--- config.mk ---
export PLATFORM = sky130hd
export DESIGN_NAME = full_status_responder
export DESIGN_NICKNAME = d
export VERILOG_FILES = /design/src/inc/full_status_pkg.sv /design/src/hdl/full_status_responder.sv
export SDC_FILE = /design/constraint.sdc
export NUM_CORES = 1
export LEC_CHECK = 0
export BUFFER_PORTS_ARGS = -buffer_cell sky130_fd_sc_hd__buf_2
export CAP_MARGIN = 5
export CORE_MARGIN = 2
export CORE_UTILIZATION = 55
export CTS_BUF_LIST = sky130_fd_sc_hd__clkbuf_2 sky130_fd_sc_hd__clkbuf_4 sky130_fd_sc_hd__clkbuf_8
export CTS_CLUSTER_DIAMETER = 100
export CTS_CLUSTER_SIZE = 20
export DETAILED_ROUTE_END_ITERATION = 10
export GPL_TIMING_DRIVEN = 1
export HOLD_SLACK_MARGIN = 0.1
export PLACE_DENSITY_LB_ADDON = 0.08
export SYNTH_ARGS = -nofsm -noshare
export SYNTH_HDL_FRONTEND = slang
export SYNTH_SLANG_ARGS = --single-unit
--- constraint.sdc ---
create_clock -name mclk -period 5.3 [get_ports mclk]
set_input_delay 1.59 -clock mclk [delete_from_list [all_inputs] [get_ports mclk]]
set_output_delay 1.59 -clock mclk [all_outputs]
set_load 0.02 [all_outputs]
--- src/inc/full_status_pkg.sv ---
// Constants shared by the full-status responder: frame identifiers,
// request and response byte layout, and the register map of the AXI4-Lite slave.
// Assumes a LIN protocol handler on the same clock that delivers checked bytes.
package full_status_pkg;

  // ----------------------------------------------------------------
  // Frame identifiers and request layout
  // ----------------------------------------------------------------
  localparam logic [5:0] REQ_FRAME_ID   = 6'h3C;
  localparam logic [5:0] RESP_FRAME_ID  = 6'h3D;
  localparam logic [7:0] APP_CMD_BYTE   = 8'h80;
  localparam logic [6:0] FULL_STATUS_CMD = 7'h01;
  localparam logic [7:0] FILL_BYTE      = 8'hFF;
  localparam logic [1:0] TOP_BITS_SET   = 2'h3;
  localparam logic [3:0] LAST_DATA_IDX  = 4'h7;
  localparam logic [3:0] CHECKSUM_IDX   = 4'h8;

  // ----------------------------------------------------------------
  // LED fault codes and thermal derate
  // ----------------------------------------------------------------
  localparam logic [2:0] LED_NO_FAULT     = 3'h0;
  localparam logic [2:0] LED_OPEN_SENSE   = 3'h3;
  localparam logic [2:0] LED_OPEN_ANODE   = 3'h5;
  localparam logic [2:0] LED_SHORT_GROUND = 3'h2;
  localparam logic [3:0] DERATE_FULL      = 4'hF;

  // ----------------------------------------------------------------
  // Register map, byte addresses
  // ----------------------------------------------------------------
  localparam logic [7:0] IRQ_STATUS_ADDR = 8'h00;
  localparam logic [7:0] IRQ_MASK_ADDR   = 8'h04;
  localparam logic [7:0] CTRL_ADDR       = 8'h08;
  localparam logic [7:0] FLAGS_ADDR      = 8'h0C;
  localparam int         EVENT_COUNT     = 4;
  localparam int         EV_REQ_TAKEN    = 0;
  localparam int         EV_RESP_SENT    = 1;
  localparam int         EV_CSUM_REJECT  = 2;
  localparam int         EV_BIT_ERROR    = 3;
  localparam logic [3:0] IRQ_MASK_RESET  = 4'h0;
  localparam logic       RESP_EN_RESET   = 1'b1;
  localparam logic [1:0] RESP_OKAY       = 2'h0;
  localparam logic [1:0] RESP_SLVERR     = 2'h2;

  typedef enum logic [2:0] {ST_IDLE, ST_COLLECT, ST_PENDING, ST_SEND, ST_WAIT_DONE} resp_state_t;

endpackage

--- src/hdl/full_status_responder.sv ---
// Full-status request handler of a LIN slave LED driver, with AXI4-Lite registers.
// Assumes a protocol handler on mclk: header, byte and done pulses, bit compare strobe.
`timescale 1ns/1ps
`default_nettype none
module full_status_responder
  import full_status_pkg::*;
(
  input  wire logic        mclk,
  input  wire logic        rst_n,
  // Protocol handler side
  input  wire logic        hdrValid,
  input  wire logic [5:0]  hdrId,
  input  wire logic        rxValid,
  input  wire logic [7:0]  rxData,
  output logic             txValid,
  output logic [7:0]       txData,
  input  wire logic        txReady,
  input  wire logic        txDone,
  input  wire logic        dataErrPulse,
  input  wire logic        headerErrPulse,
  input  wire logic        bitCheck,
  input  wire logic        bitSent,
  input  wire logic        bitMonitored,
  // Device state
  input  wire logic [5:0]  nodeAddress,
  input  wire logic [3:0]  groupSelectField,
  input  wire logic [2:0]  ledEnable,
  input  wire logic        ledsOn,
  input  wire logic        supplyUndervoltage,
  input  wire logic        supplyResetEvent,
  input  wire logic        thermalWarning,
  input  wire logic        thermalShutdown,
  input  wire logic [1:0]  temperatureState,
  input  wire logic        thermalDerateEnable,
  input  wire logic [3:0]  thermalDerateLevel,
  input  wire logic        faultRetryEvent,
  input  wire logic [8:0]  ledFaultLive,
  // AXI4-Lite slave
  input  wire logic [7:0]  s_axi_awaddr,
  input  wire logic        s_axi_awvalid,
  output logic             s_axi_awready,
  input  wire logic [31:0] s_axi_wdata,
  input  wire logic [3:0]  s_axi_wstrb,
  input  wire logic        s_axi_wvalid,
  output logic             s_axi_wready,
  output logic [1:0]       s_axi_bresp,
  output logic             s_axi_bvalid,
  input  wire logic        s_axi_bready,
  input  wire logic [7:0]  s_axi_araddr,
  input  wire logic        s_axi_arvalid,
  output logic             s_axi_arready,
  output logic [31:0]      s_axi_rdata,
  output logic [1:0]       s_axi_rresp,
  output logic             s_axi_rvalid,
  input  wire logic        s_axi_rready,
  output logic             irq
);

  // ----------------------------------------------------------------
  // Helpers
  // ----------------------------------------------------------------
  function automatic logic [7:0] csumAdd(input logic [7:0] acc, input logic [7:0] b);
    logic [8:0] s;
    s = {1'b0, acc} + {1'b0, b};
    return s[7:0] + {7'h00, s[8]};
  endfunction

  function automatic logic [7:0] reqExpected(input logic [3:0] idx, input logic [5:0] addr);
    if (idx == 4'h0) begin
      return APP_CMD_BYTE;
    end else if (idx == 4'h1) begin
      return {1'b1, FULL_STATUS_CMD};
    end else if (idx == 4'h2) begin
      return {TOP_BITS_SET, addr};
    end else begin
      return FILL_BYTE;
    end
  endfunction

  resp_state_t state_q;
  logic [3:0]  idx_q;
  logic [7:0]  sum_q;
  logic        match_q;
  logic        respEn_q;
  logic        clearFlags;
  logic        twL_q, tsdL_q, supResetL_q, retryL_q;
  logic [8:0]  ledCode_q;
  logic [2:0]  linErr_q;
  logic [7:0]  respByte;
  logic        reqEnd, reqGood, csumBad, bitErr;

  // ----------------------------------------------------------------
  // Request parse and response sequencing
  // ----------------------------------------------------------------
  assign reqEnd     = (state_q == ST_COLLECT) && rxValid && (idx_q == CHECKSUM_IDX);
  assign csumBad    = reqEnd && (rxData != ~sum_q);
  assign reqGood    = reqEnd && !csumBad && match_q && respEn_q;
  assign clearFlags = (state_q == ST_WAIT_DONE) && txDone;
  assign bitErr     = bitCheck && (bitSent != bitMonitored);

  always_ff @(posedge mclk or negedge rst_n) begin
    if (!rst_n) begin
      state_q <= ST_IDLE;
      idx_q   <= 4'h0;
      sum_q   <= 8'h00;
      match_q <= 1'b0;
    end else if (hdrValid && hdrId == REQ_FRAME_ID) begin
      // A new request always supersedes whatever was under way
      state_q <= ST_COLLECT;
      idx_q   <= 4'h0;
      sum_q   <= 8'h00;
      match_q <= 1'b1;
    end else begin
      case (state_q)
        ST_COLLECT: begin
          if (rxValid) begin
            idx_q   <= idx_q + 4'h1;
            sum_q   <= csumAdd(sum_q, rxData);
            match_q <= match_q && (idx_q == CHECKSUM_IDX || rxData == reqExpected(idx_q, nodeAddress));
            if (idx_q == CHECKSUM_IDX) begin
              state_q <= reqGood ? ST_PENDING : ST_IDLE;
            end
          end
        end
        ST_PENDING: begin
          if (hdrValid) begin
            state_q <= (hdrId == RESP_FRAME_ID) ? ST_SEND : ST_IDLE;
            idx_q   <= 4'h0;
            sum_q   <= 8'h00;
          end
        end
        ST_SEND: begin
          if (txReady && txValid) begin
            idx_q <= idx_q + 4'h1;
            sum_q <= csumAdd(sum_q, txData);
            if (idx_q == CHECKSUM_IDX) begin
              state_q <= ST_WAIT_DONE;
            end
          end
        end
        ST_WAIT_DONE: begin
          if (txDone) begin
            state_q <= ST_IDLE;
          end
        end
        default: begin
          state_q <= ST_IDLE;
        end
      endcase
    end
  end

  // ----------------------------------------------------------------
  // Response bytes
  // ----------------------------------------------------------------
  always_comb begin
    case (idx_q)
      4'h0: respByte = {TOP_BITS_SET, nodeAddress};
      4'h1: respByte = FILL_BYTE;
      4'h2: respByte = {5'h1F, linErr_q};
      4'h3: respByte = {TOP_BITS_SET, supplyUndervoltage, supResetL_q, tsdL_q, twL_q, temperatureState};
      4'h4: respByte = {thermalDerateEnable ? thermalDerateLevel : DERATE_FULL, retryL_q, ledCode_q[2:0]};
      4'h5: respByte = {1'b1, ledCode_q[8:6], 1'b1, ledCode_q[5:3]};
      4'h6: respByte = {ledEnable, ledsOn, groupSelectField};
      4'h7: respByte = FILL_BYTE;
      default: respByte = ~sum_q;
    endcase
  end

  // Data is registered on the same edge that raises txValid
  always_ff @(posedge mclk or negedge rst_n) begin
    if (!rst_n) begin
      txValid <= 1'b0;
      txData  <= 8'h00;
    end else if (state_q == ST_SEND && !(txValid && txReady)) begin
      txValid <= 1'b1;
      txData  <= respByte;
    end else begin
      txValid <= 1'b0;
    end
  end

  // ----------------------------------------------------------------
  // Latched flags: live condition wins over clear
  // ----------------------------------------------------------------
  always_ff @(posedge mclk or negedge rst_n) begin
    if (!rst_n) begin
      twL_q       <= 1'b0;
      tsdL_q      <= 1'b0;
      supResetL_q <= 1'b0;
      retryL_q    <= 1'b0;
    end else begin
      twL_q       <= thermalWarning | (twL_q & ~clearFlags);
      tsdL_q      <= thermalShutdown | (tsdL_q & ~clearFlags);
      supResetL_q <= supplyResetEvent | (supResetL_q & ~clearFlags);
      retryL_q    <= faultRetryEvent | (retryL_q & ~clearFlags);
    end
  end

  // Codes pass as detected (000, 011, 101, 010); a fault holds until a clear or another nonzero code replaces it
  always_ff @(posedge mclk or negedge rst_n) begin
    if (!rst_n) begin
      ledCode_q <= {3{LED_NO_FAULT}};
    end else begin
      for (int i = 0; i < 3; i++) begin
        if (clearFlags || ledFaultLive[i*3 +: 3] != LED_NO_FAULT) begin
          ledCode_q[i*3 +: 3] <= ledFaultLive[i*3 +: 3];
        end
      end
    end
  end

  always_ff @(posedge mclk or negedge rst_n) begin
    if (!rst_n) begin
      linErr_q <= 3'h0;
    end else begin
      linErr_q[2] <= dataErrPulse | csumBad | (linErr_q[2] & ~clearFlags);
      linErr_q[1] <= headerErrPulse | (linErr_q[1] & ~clearFlags);
      linErr_q[0] <= bitErr | (linErr_q[0] & ~clearFlags);
    end
  end

  // ----------------------------------------------------------------
  // Registers and interrupt
  // ----------------------------------------------------------------
  logic [EVENT_COUNT-1:0] irqStatus_q, irqMask_q, events;
  logic                   awHave_q, wHave_q;
  logic [7:0]             awAddr_q;
  logic [31:0]            wData_q;
  logic [3:0]             wStrb_q;
  logic                   doWrite;

  assign events        = {bitErr, csumBad, clearFlags, reqGood};
  assign s_axi_awready = !awHave_q && !s_axi_bvalid;
  assign s_axi_wready  = !wHave_q && !s_axi_bvalid;
  assign s_axi_arready = !s_axi_rvalid;
  assign doWrite       = awHave_q && wHave_q && !s_axi_bvalid;
  assign irq           = |(irqStatus_q & irqMask_q);

  always_ff @(posedge mclk or negedge rst_n) begin
    if (!rst_n) begin
      awHave_q     <= 1'b0;
      wHave_q      <= 1'b0;
      awAddr_q     <= 8'h00;
      wData_q      <= 32'h00000000;
      wStrb_q      <= 4'h0;
      s_axi_bvalid <= 1'b0;
      s_axi_bresp  <= RESP_OKAY;
    end else begin
      if (s_axi_awvalid && s_axi_awready) begin
        awHave_q <= 1'b1;
        awAddr_q <= s_axi_awaddr;
      end
      if (s_axi_wvalid && s_axi_wready) begin
        wHave_q <= 1'b1;
        wData_q <= s_axi_wdata;
        wStrb_q <= s_axi_wstrb;
      end
      if (doWrite) begin
        awHave_q     <= 1'b0;
        wHave_q      <= 1'b0;
        s_axi_bvalid <= 1'b1;
        s_axi_bresp  <= (awAddr_q == IRQ_STATUS_ADDR || awAddr_q == IRQ_MASK_ADDR ||
                         awAddr_q == CTRL_ADDR || awAddr_q == FLAGS_ADDR) ? RESP_OKAY : RESP_SLVERR;
      end else if (s_axi_bvalid && s_axi_bready) begin
        s_axi_bvalid <= 1'b0;
      end
    end
  end

  // Write-one-to-clear; a new event in the same cycle stays set
  always_ff @(posedge mclk or negedge rst_n) begin
    if (!rst_n) begin
      irqStatus_q <= '0;
      irqMask_q   <= IRQ_MASK_RESET;
      respEn_q    <= RESP_EN_RESET;
    end else begin
      if (doWrite && wStrb_q[0] && awAddr_q == IRQ_STATUS_ADDR) begin
        irqStatus_q <= (irqStatus_q & ~wData_q[EVENT_COUNT-1:0]) | events;
      end else begin
        irqStatus_q <= irqStatus_q | events;
      end
      if (doWrite && wStrb_q[0] && awAddr_q == IRQ_MASK_ADDR) begin
        irqMask_q <= wData_q[EVENT_COUNT-1:0];
      end
      if (doWrite && wStrb_q[0] && awAddr_q == CTRL_ADDR) begin
        respEn_q <= wData_q[0];
      end
    end
  end

  always_ff @(posedge mclk or negedge rst_n) begin
    if (!rst_n) begin
      s_axi_rvalid <= 1'b0;
      s_axi_rdata  <= 32'h00000000;
      s_axi_rresp  <= RESP_OKAY;
    end else if (s_axi_arvalid && s_axi_arready) begin
      s_axi_rvalid <= 1'b1;
      s_axi_rresp  <= RESP_OKAY;
      if (s_axi_araddr == IRQ_STATUS_ADDR) begin
        s_axi_rdata <= {28'h0000000, irqStatus_q};
      end else if (s_axi_araddr == IRQ_MASK_ADDR) begin
        s_axi_rdata <= {28'h0000000, irqMask_q};
      end else if (s_axi_araddr == CTRL_ADDR) begin
        s_axi_rdata <= {28'h0000000, state_q == ST_PENDING, 2'h0, respEn_q};
      end else if (s_axi_araddr == FLAGS_ADDR) begin
        s_axi_rdata <= {16'h0000, ledCode_q, linErr_q, retryL_q, supResetL_q, tsdL_q, twL_q};
      end else begin
        s_axi_rdata <= 32'h00000000;
        s_axi_rresp <= RESP_SLVERR;
      end
    end else if (s_axi_rvalid && s_axi_rready) begin
      s_axi_rvalid <= 1'b0;
    end
  end
endmodule
`default_nettype wire

# After elaboration in Yosys (flattened, before gate mapping)
# Index checks and enable logic that the tools add are counted.
# totals
input_bits	117
reg_bits	103
output_inout_bits	51
elab_cells	189
# classes
n_bitwise	22
n_eq_ne	29
reduce_logical	56
n_mux	50
n_addsub	5
# op_table
op	n
16-bit two-way mux	4
8-bit two-way mux	7
8-bit case mux with 7 select lines	1
8-bit by 4-bit == test with 1-bit output, second input constant	4
1-bit logical AND	25
4-bit two-way mux	6
8-bit case mux with 3 select lines	1
3-bit two-way mux	7
8-bit by 8-bit adder with 9-bit output	2
8-bit by 1-bit adder with 8-bit output	2
4-bit by 3-bit == test with 1-bit output, second input constant	4
8-bit by 3-bit == test with 1-bit output, second input constant	2
8-bit zero test	2
2-bit two-way mux	7
7-bit two-way mux	2
6-bit == test, second input constant	2
1-bit two-way mux	12
3-bit case mux with 4 select lines	1
4-bit case mux with 3 select lines	1
2-bit nonzero test	6
3-bit inequality test, second input constant	3
3-bit nonzero test	3
4-bit AND	2
4-bit by 2-bit == test with 1-bit output, second input constant	2
27 further kinds	54

# Depth between registers and ports, before layout
# logic_depth
depth_word	13
ltp_mapped	15
depth_no_buf	15

# Worst setup path before layout
# No wires, ideal clock.
# synth_timing
kind	input-to-reg
startpoint	input port rxData[0]
endpoint	register sum_q[6]
slack_ns	1.363
cell_stages	14
arrival_time_ns	3.816
n_path_buf	0
t_required_ns	5.179
setup_time_ns	0.121
path_cell_list	ha_1 > fa_1 > a21o_2 > a21oi_1 > nor2_1 > nor2_1 > o21ai_0 > ha_1 > ha_1 > and2_1 > nand4_1 > xor2_1 > o22ai_1 > a22o_1
# synth_via
elab_chain_len	5
# synth_lines
item	line_no	source
from (decl)	full_status_responder.sv:14	input wire logic [7:0] rxData,
8-bit by 8-bit adder with 9-bit output	full_status_responder.sv:64	s = {1'b0, acc} + {1'b0, b};
8-bit by 1-bit adder with 8-bit output	full_status_responder.sv:65	return s[7:0] + {7'h00, s[8]};
8-bit two-way mux	full_status_responder.sv:116	if (rxValid) begin
8-bit case mux with 3 select lines	full_status_responder.sv:114	case (state_q)
8-bit two-way mux	full_status_responder.sv:107	end else if (hdrValid && hdrId == REQ_FRAME_ID) begin
to (signal assigned)	full_status_responder.sv:118	sum_q <= csumAdd(sum_q, rxData);
to (signal assigned)	full_status_responder.sv:135	sum_q <= csumAdd(sum_q, txData);
to (decl)	full_status_responder.sv:82	logic [7:0] sum_q;
# No other way between the ends. The select of a mux whose other input is x is not followed.
# A chain may end at the register's enable or synchronous reset.

# Worst setup path after layout
# Same ends and word-level chain as after synthesis.

==> impl_metrics.yaml <==
synth:
  synth_cells: 556
  ys_types: 72
  syn_area_per_cell_um2: 9.66
  synth_edf_count: 0
  ys.warnings.count: 0
  synth_flop_cell: "dfrtp_1"
  ys_seq_area_frac: 0.396
  synth_seq_cells: 85
  synth_area_um2: 5370
  async_flop_share: 1.00
clock_tree:
  clkLatencyLatePin_ns: 0.36
  clkSinkCount: 85
  ctsResizeCount: 0
  post_cts_buffers: 0
  cts_tree: "done"
  cts_buffer_depth: 2
  cts_max_level: 3
  post_cts_hold_buffer_count: 0
  cts_root_buffer: "clkbuf_8"
  cts_buffers: 9
  path_clk_slew_ns: 0.09
route:
  route.detailed.drc: 0
  dr.pass1.iters: 5
  drtAntennaViolNets: 0
  routedWlPerCell_um: 16.7
  routed_via_density: 5.78
  routed_wl_mm: 13.4
  via_count: 4632
  drtIter0Drc: 197
timing:
  fin_skew_ns: 0.0151
  min_period_over_period: 0.742
  tns_ns: 0
  hold_viol_final: 0
  whs_ns: 0.485
  relSlewSlack: 0.287
  fmax_ghz: 0.254
  tightest_slew_ns: 1.07
  finalSetupViolations: 0
  min_period_ns: 3.93
  rsz0062_at_grt: "no"
  maxSlewViolCount: 0
hold_path:
  holdCritPathClass: "flip-flop to flip-flop"
  min_to: "s_axi_rdata[0]$_DFFE_PN0P_"
  min_delay_path_depth: 2
  min_from: "s_axi_rdata[0]$_DFFE_PN0P_"
worst_setup_path:
  worstPathRequired_ns: 5.56
  r2r-end: "sum_q[6]$_DFFE_PN0P_"
  timing.rr.start: "sum_q[0]$_DFFE_PN0P_"
  rrSetupSlack_ns: 2.14
  start_kind: "input port"
  crit_fanout: 3
  cp-end-kind: "flip-flop"
  crit_type: "input port to flip-flop"
  startpoint: "rxData[0]"
  reg2reg_depth: 15
  cp.arrival_ns: 4.19
pwr:
  max-vdd-ir-drop_mv: 0.271
  leakage_nw: 2.95
  p_total_w: 0.00223
  powerDensity_nw_per_um2: 361
global_route:
  grt_pass1_vias: 4382
  grt_max_degree: 86
  grt_usage: 0.263
  grt.overflow.total: 0
  antenna_found_initial: 0
  grt_pass1_wl_mm: 21.4
layout:
  syn2layout_area_growth_pct: 14.9
  nFillCells: 850
  finalNetCount: 807
  fin_cells: 802
  drive_gt1_frac: 0.281
  n_antenna_cell: 0
floorplanning:
  row_count: 36
  core_area_um2: 9640
  io_pins: 168
  dieArea_um2: 10600
  die_y_um: 103
  start_util: 0.557
  die_x_um: 103
place:
  gp_congestion: 0.978
  dp_cells: 786
  hpwl_mm: 10.4
  io_buffers: 118
run_status:
  run_status: "finished clean"
flow_run:
  max_cap_viol_count: 0
[layout make-up]
| cell class | count | area, µm² | share of cell area |
|---|---|---|---|
| clock inverter | 3 | 43.8 | 0.00710 |
| clock buffer | 13 | 166 | 0.0270 |
| sequential | 85 | 2130 | 0.345 |
| tap | 133 | 166 | 0.0270 |
| multi-input combinational | 432 | 2990 | 0.485 |
| timing repair buffer | 119 | 601 | 0.0974 |
| inverter | 17 | 68.8 | 0.0112 |
[how the worst max path moves through the flow]
stage                     slack [ns]                    to  cells past startpoint
after floorplan                 1.36  sum_q[6]$_DFFE_PN0P_                     14
after global placement          1.04  sum_q[6]$_DFFE_PN0P_                     15
after detailed placement        1.01  sum_q[6]$_DFFE_PN0P_                     15
after CTS                       1.39  sum_q[6]$_DFFE_PN0P_                     15
after global routing            1.16  sum_q[6]$_DFFE_PN0P_                     15
final                           1.37  sum_q[6]$_DFFE_PN0P_                     15
[routing by layer]
| layer | part of all wire | track usage | up-vias |
|---|---|---|---|
| li1 | - | - | 2240 |
| met5 | 0 | 0 | - |
| met3 | 0.050 | 0.0339 | 24 |
| met4 | 0.021 | 0.0850 | 0 |
| met1 | 0.43 | 0.351 | 2219 |
| met2 | 0.50 | 0.446 | 149 |
[cell families (layout without fill, tap and decap cells)]
group / count (synthesis) / in the layout / synth area share
AOI/OAI and AO/OA: 163 / 163 / 0.220
xor gates and xnor gates: 19 / 19 / 0.0336
adders and majority gates: 26 / 26 / 0.0634
buffers and inverters: 56 / 152 / 0.0580
DFF: 85 / 85 / 0.396
muxes: 25 / 25 / 0.0566
other: 1 / 18 / 0.000698
and+or+nand+nor: 181 / 181 / 0.172
[power breakdown]
part           internal, W  switching [W]  total, W
registers         0.000761       0.000122  0.000884
logic             0.000391       0.000465  0.000855
clock network     0.000255       0.000232  0.000486
total              0.00141       0.000819   0.00223
[stage by stage]
| step | setup WS, ns | instance area (µm²) | utilization |
|---|---|---|---|
| floorplan | 1.36 | 5430 | - |
| global placement | 1.04 | 5960 | 0.618 |
| detailed placement | 1.01 | 5960 | 0.618 |
| CTS | 1.39 | 6170 | 0.640 |
| global route | 1.16 | 6170 | 0.640 |
| finish | 1.37 | 6170 | 0.640 |
[worst max-delay path, cell delays in order]
cell and delay (ns):
buf_2 0.13, ha_1 0.24, fa_1 0.45, a21o_2 0.25
a21oi_1 0.14, nor2_1 0.05, nor2_1 0.07, o21ai_0 0.10
ha_1 0.25, ha_1 0.20, and2_1 0.16, nand4_1 0.11
xor2_1 0.16, o22ai_1 0.10, a22o_1 0.20
[state kept, by name, indices dropped and copies added, names as in the netlist, 3 cells and up]
| register | flops |
|---|---|
| awAddr_q | 8 |
| linErr_q | 3 |
| idx_q | 4 |
| state_q | 3 |
| s_axi_rdata | 16 |
| ledCode_q | 9 |
| irqStatus_q | 4 |
| sum_q | 8 |
| txData | 8 |
| irqMask_q | 4 |
| wData_q | 4 |
[layout by cell type (no fill, tap or decap), types with 16 or more instances in the layout]
| cell type | synthesis | final |
|---|---|---|
| inv_1 | 16 | 16 |
| o21ai_0 | 36 | 36 |
| buf_2 | 5 | 117 |
| ha_1 | 24 | 24 |
| nor2_1 | 43 | 43 |
| conb_1 | 1 | 18 |
| mux2_2 | 23 | 23 |
| a22o_1 | 23 | 23 |
| dfrtp_1 | 84 | 84 |
| nand2_1 | 58 | 58 |
[synthesized netlist by cell type (6+ instances only)]
library cell | count | area [µm²]
nand4_1 | 7 | 43.8
a21oi_1 | 15 | 75.1
xor2_1 | 9 | 78.8
ha_1 | 24 | 300
a22o_1 | 23 | 201
dfrtp_1 | 84 | 2100
nand2_1 | 58 | 218
a31oi_1 | 6 | 37.5
mux2_2 | 23 | 259
xnor2_1 | 9 | 78.8
nand2b_1 | 7 | 43.8
clkbuf_1 | 12 | 45.0
inv_1 | 16 | 60.1
o211ai_1 | 6 | 45.0
buf_4 | 20 | 150
o21ai_0 | 36 | 180
nand3b_1 | 6 | 45.0
a22oi_1 | 10 | 75.1
a31o_2 | 6 | 52.6
nand3_1 | 7 | 35.0
nor2_1 | 43 | 161
and2_1 | 6 | 37.5
nor3_1 | 15 | 75.1
a221oi_1 | 6 | 52.6
a21o_1 | 10 | 75.1
Note: power is estimated with default switching activity, not from simulation.
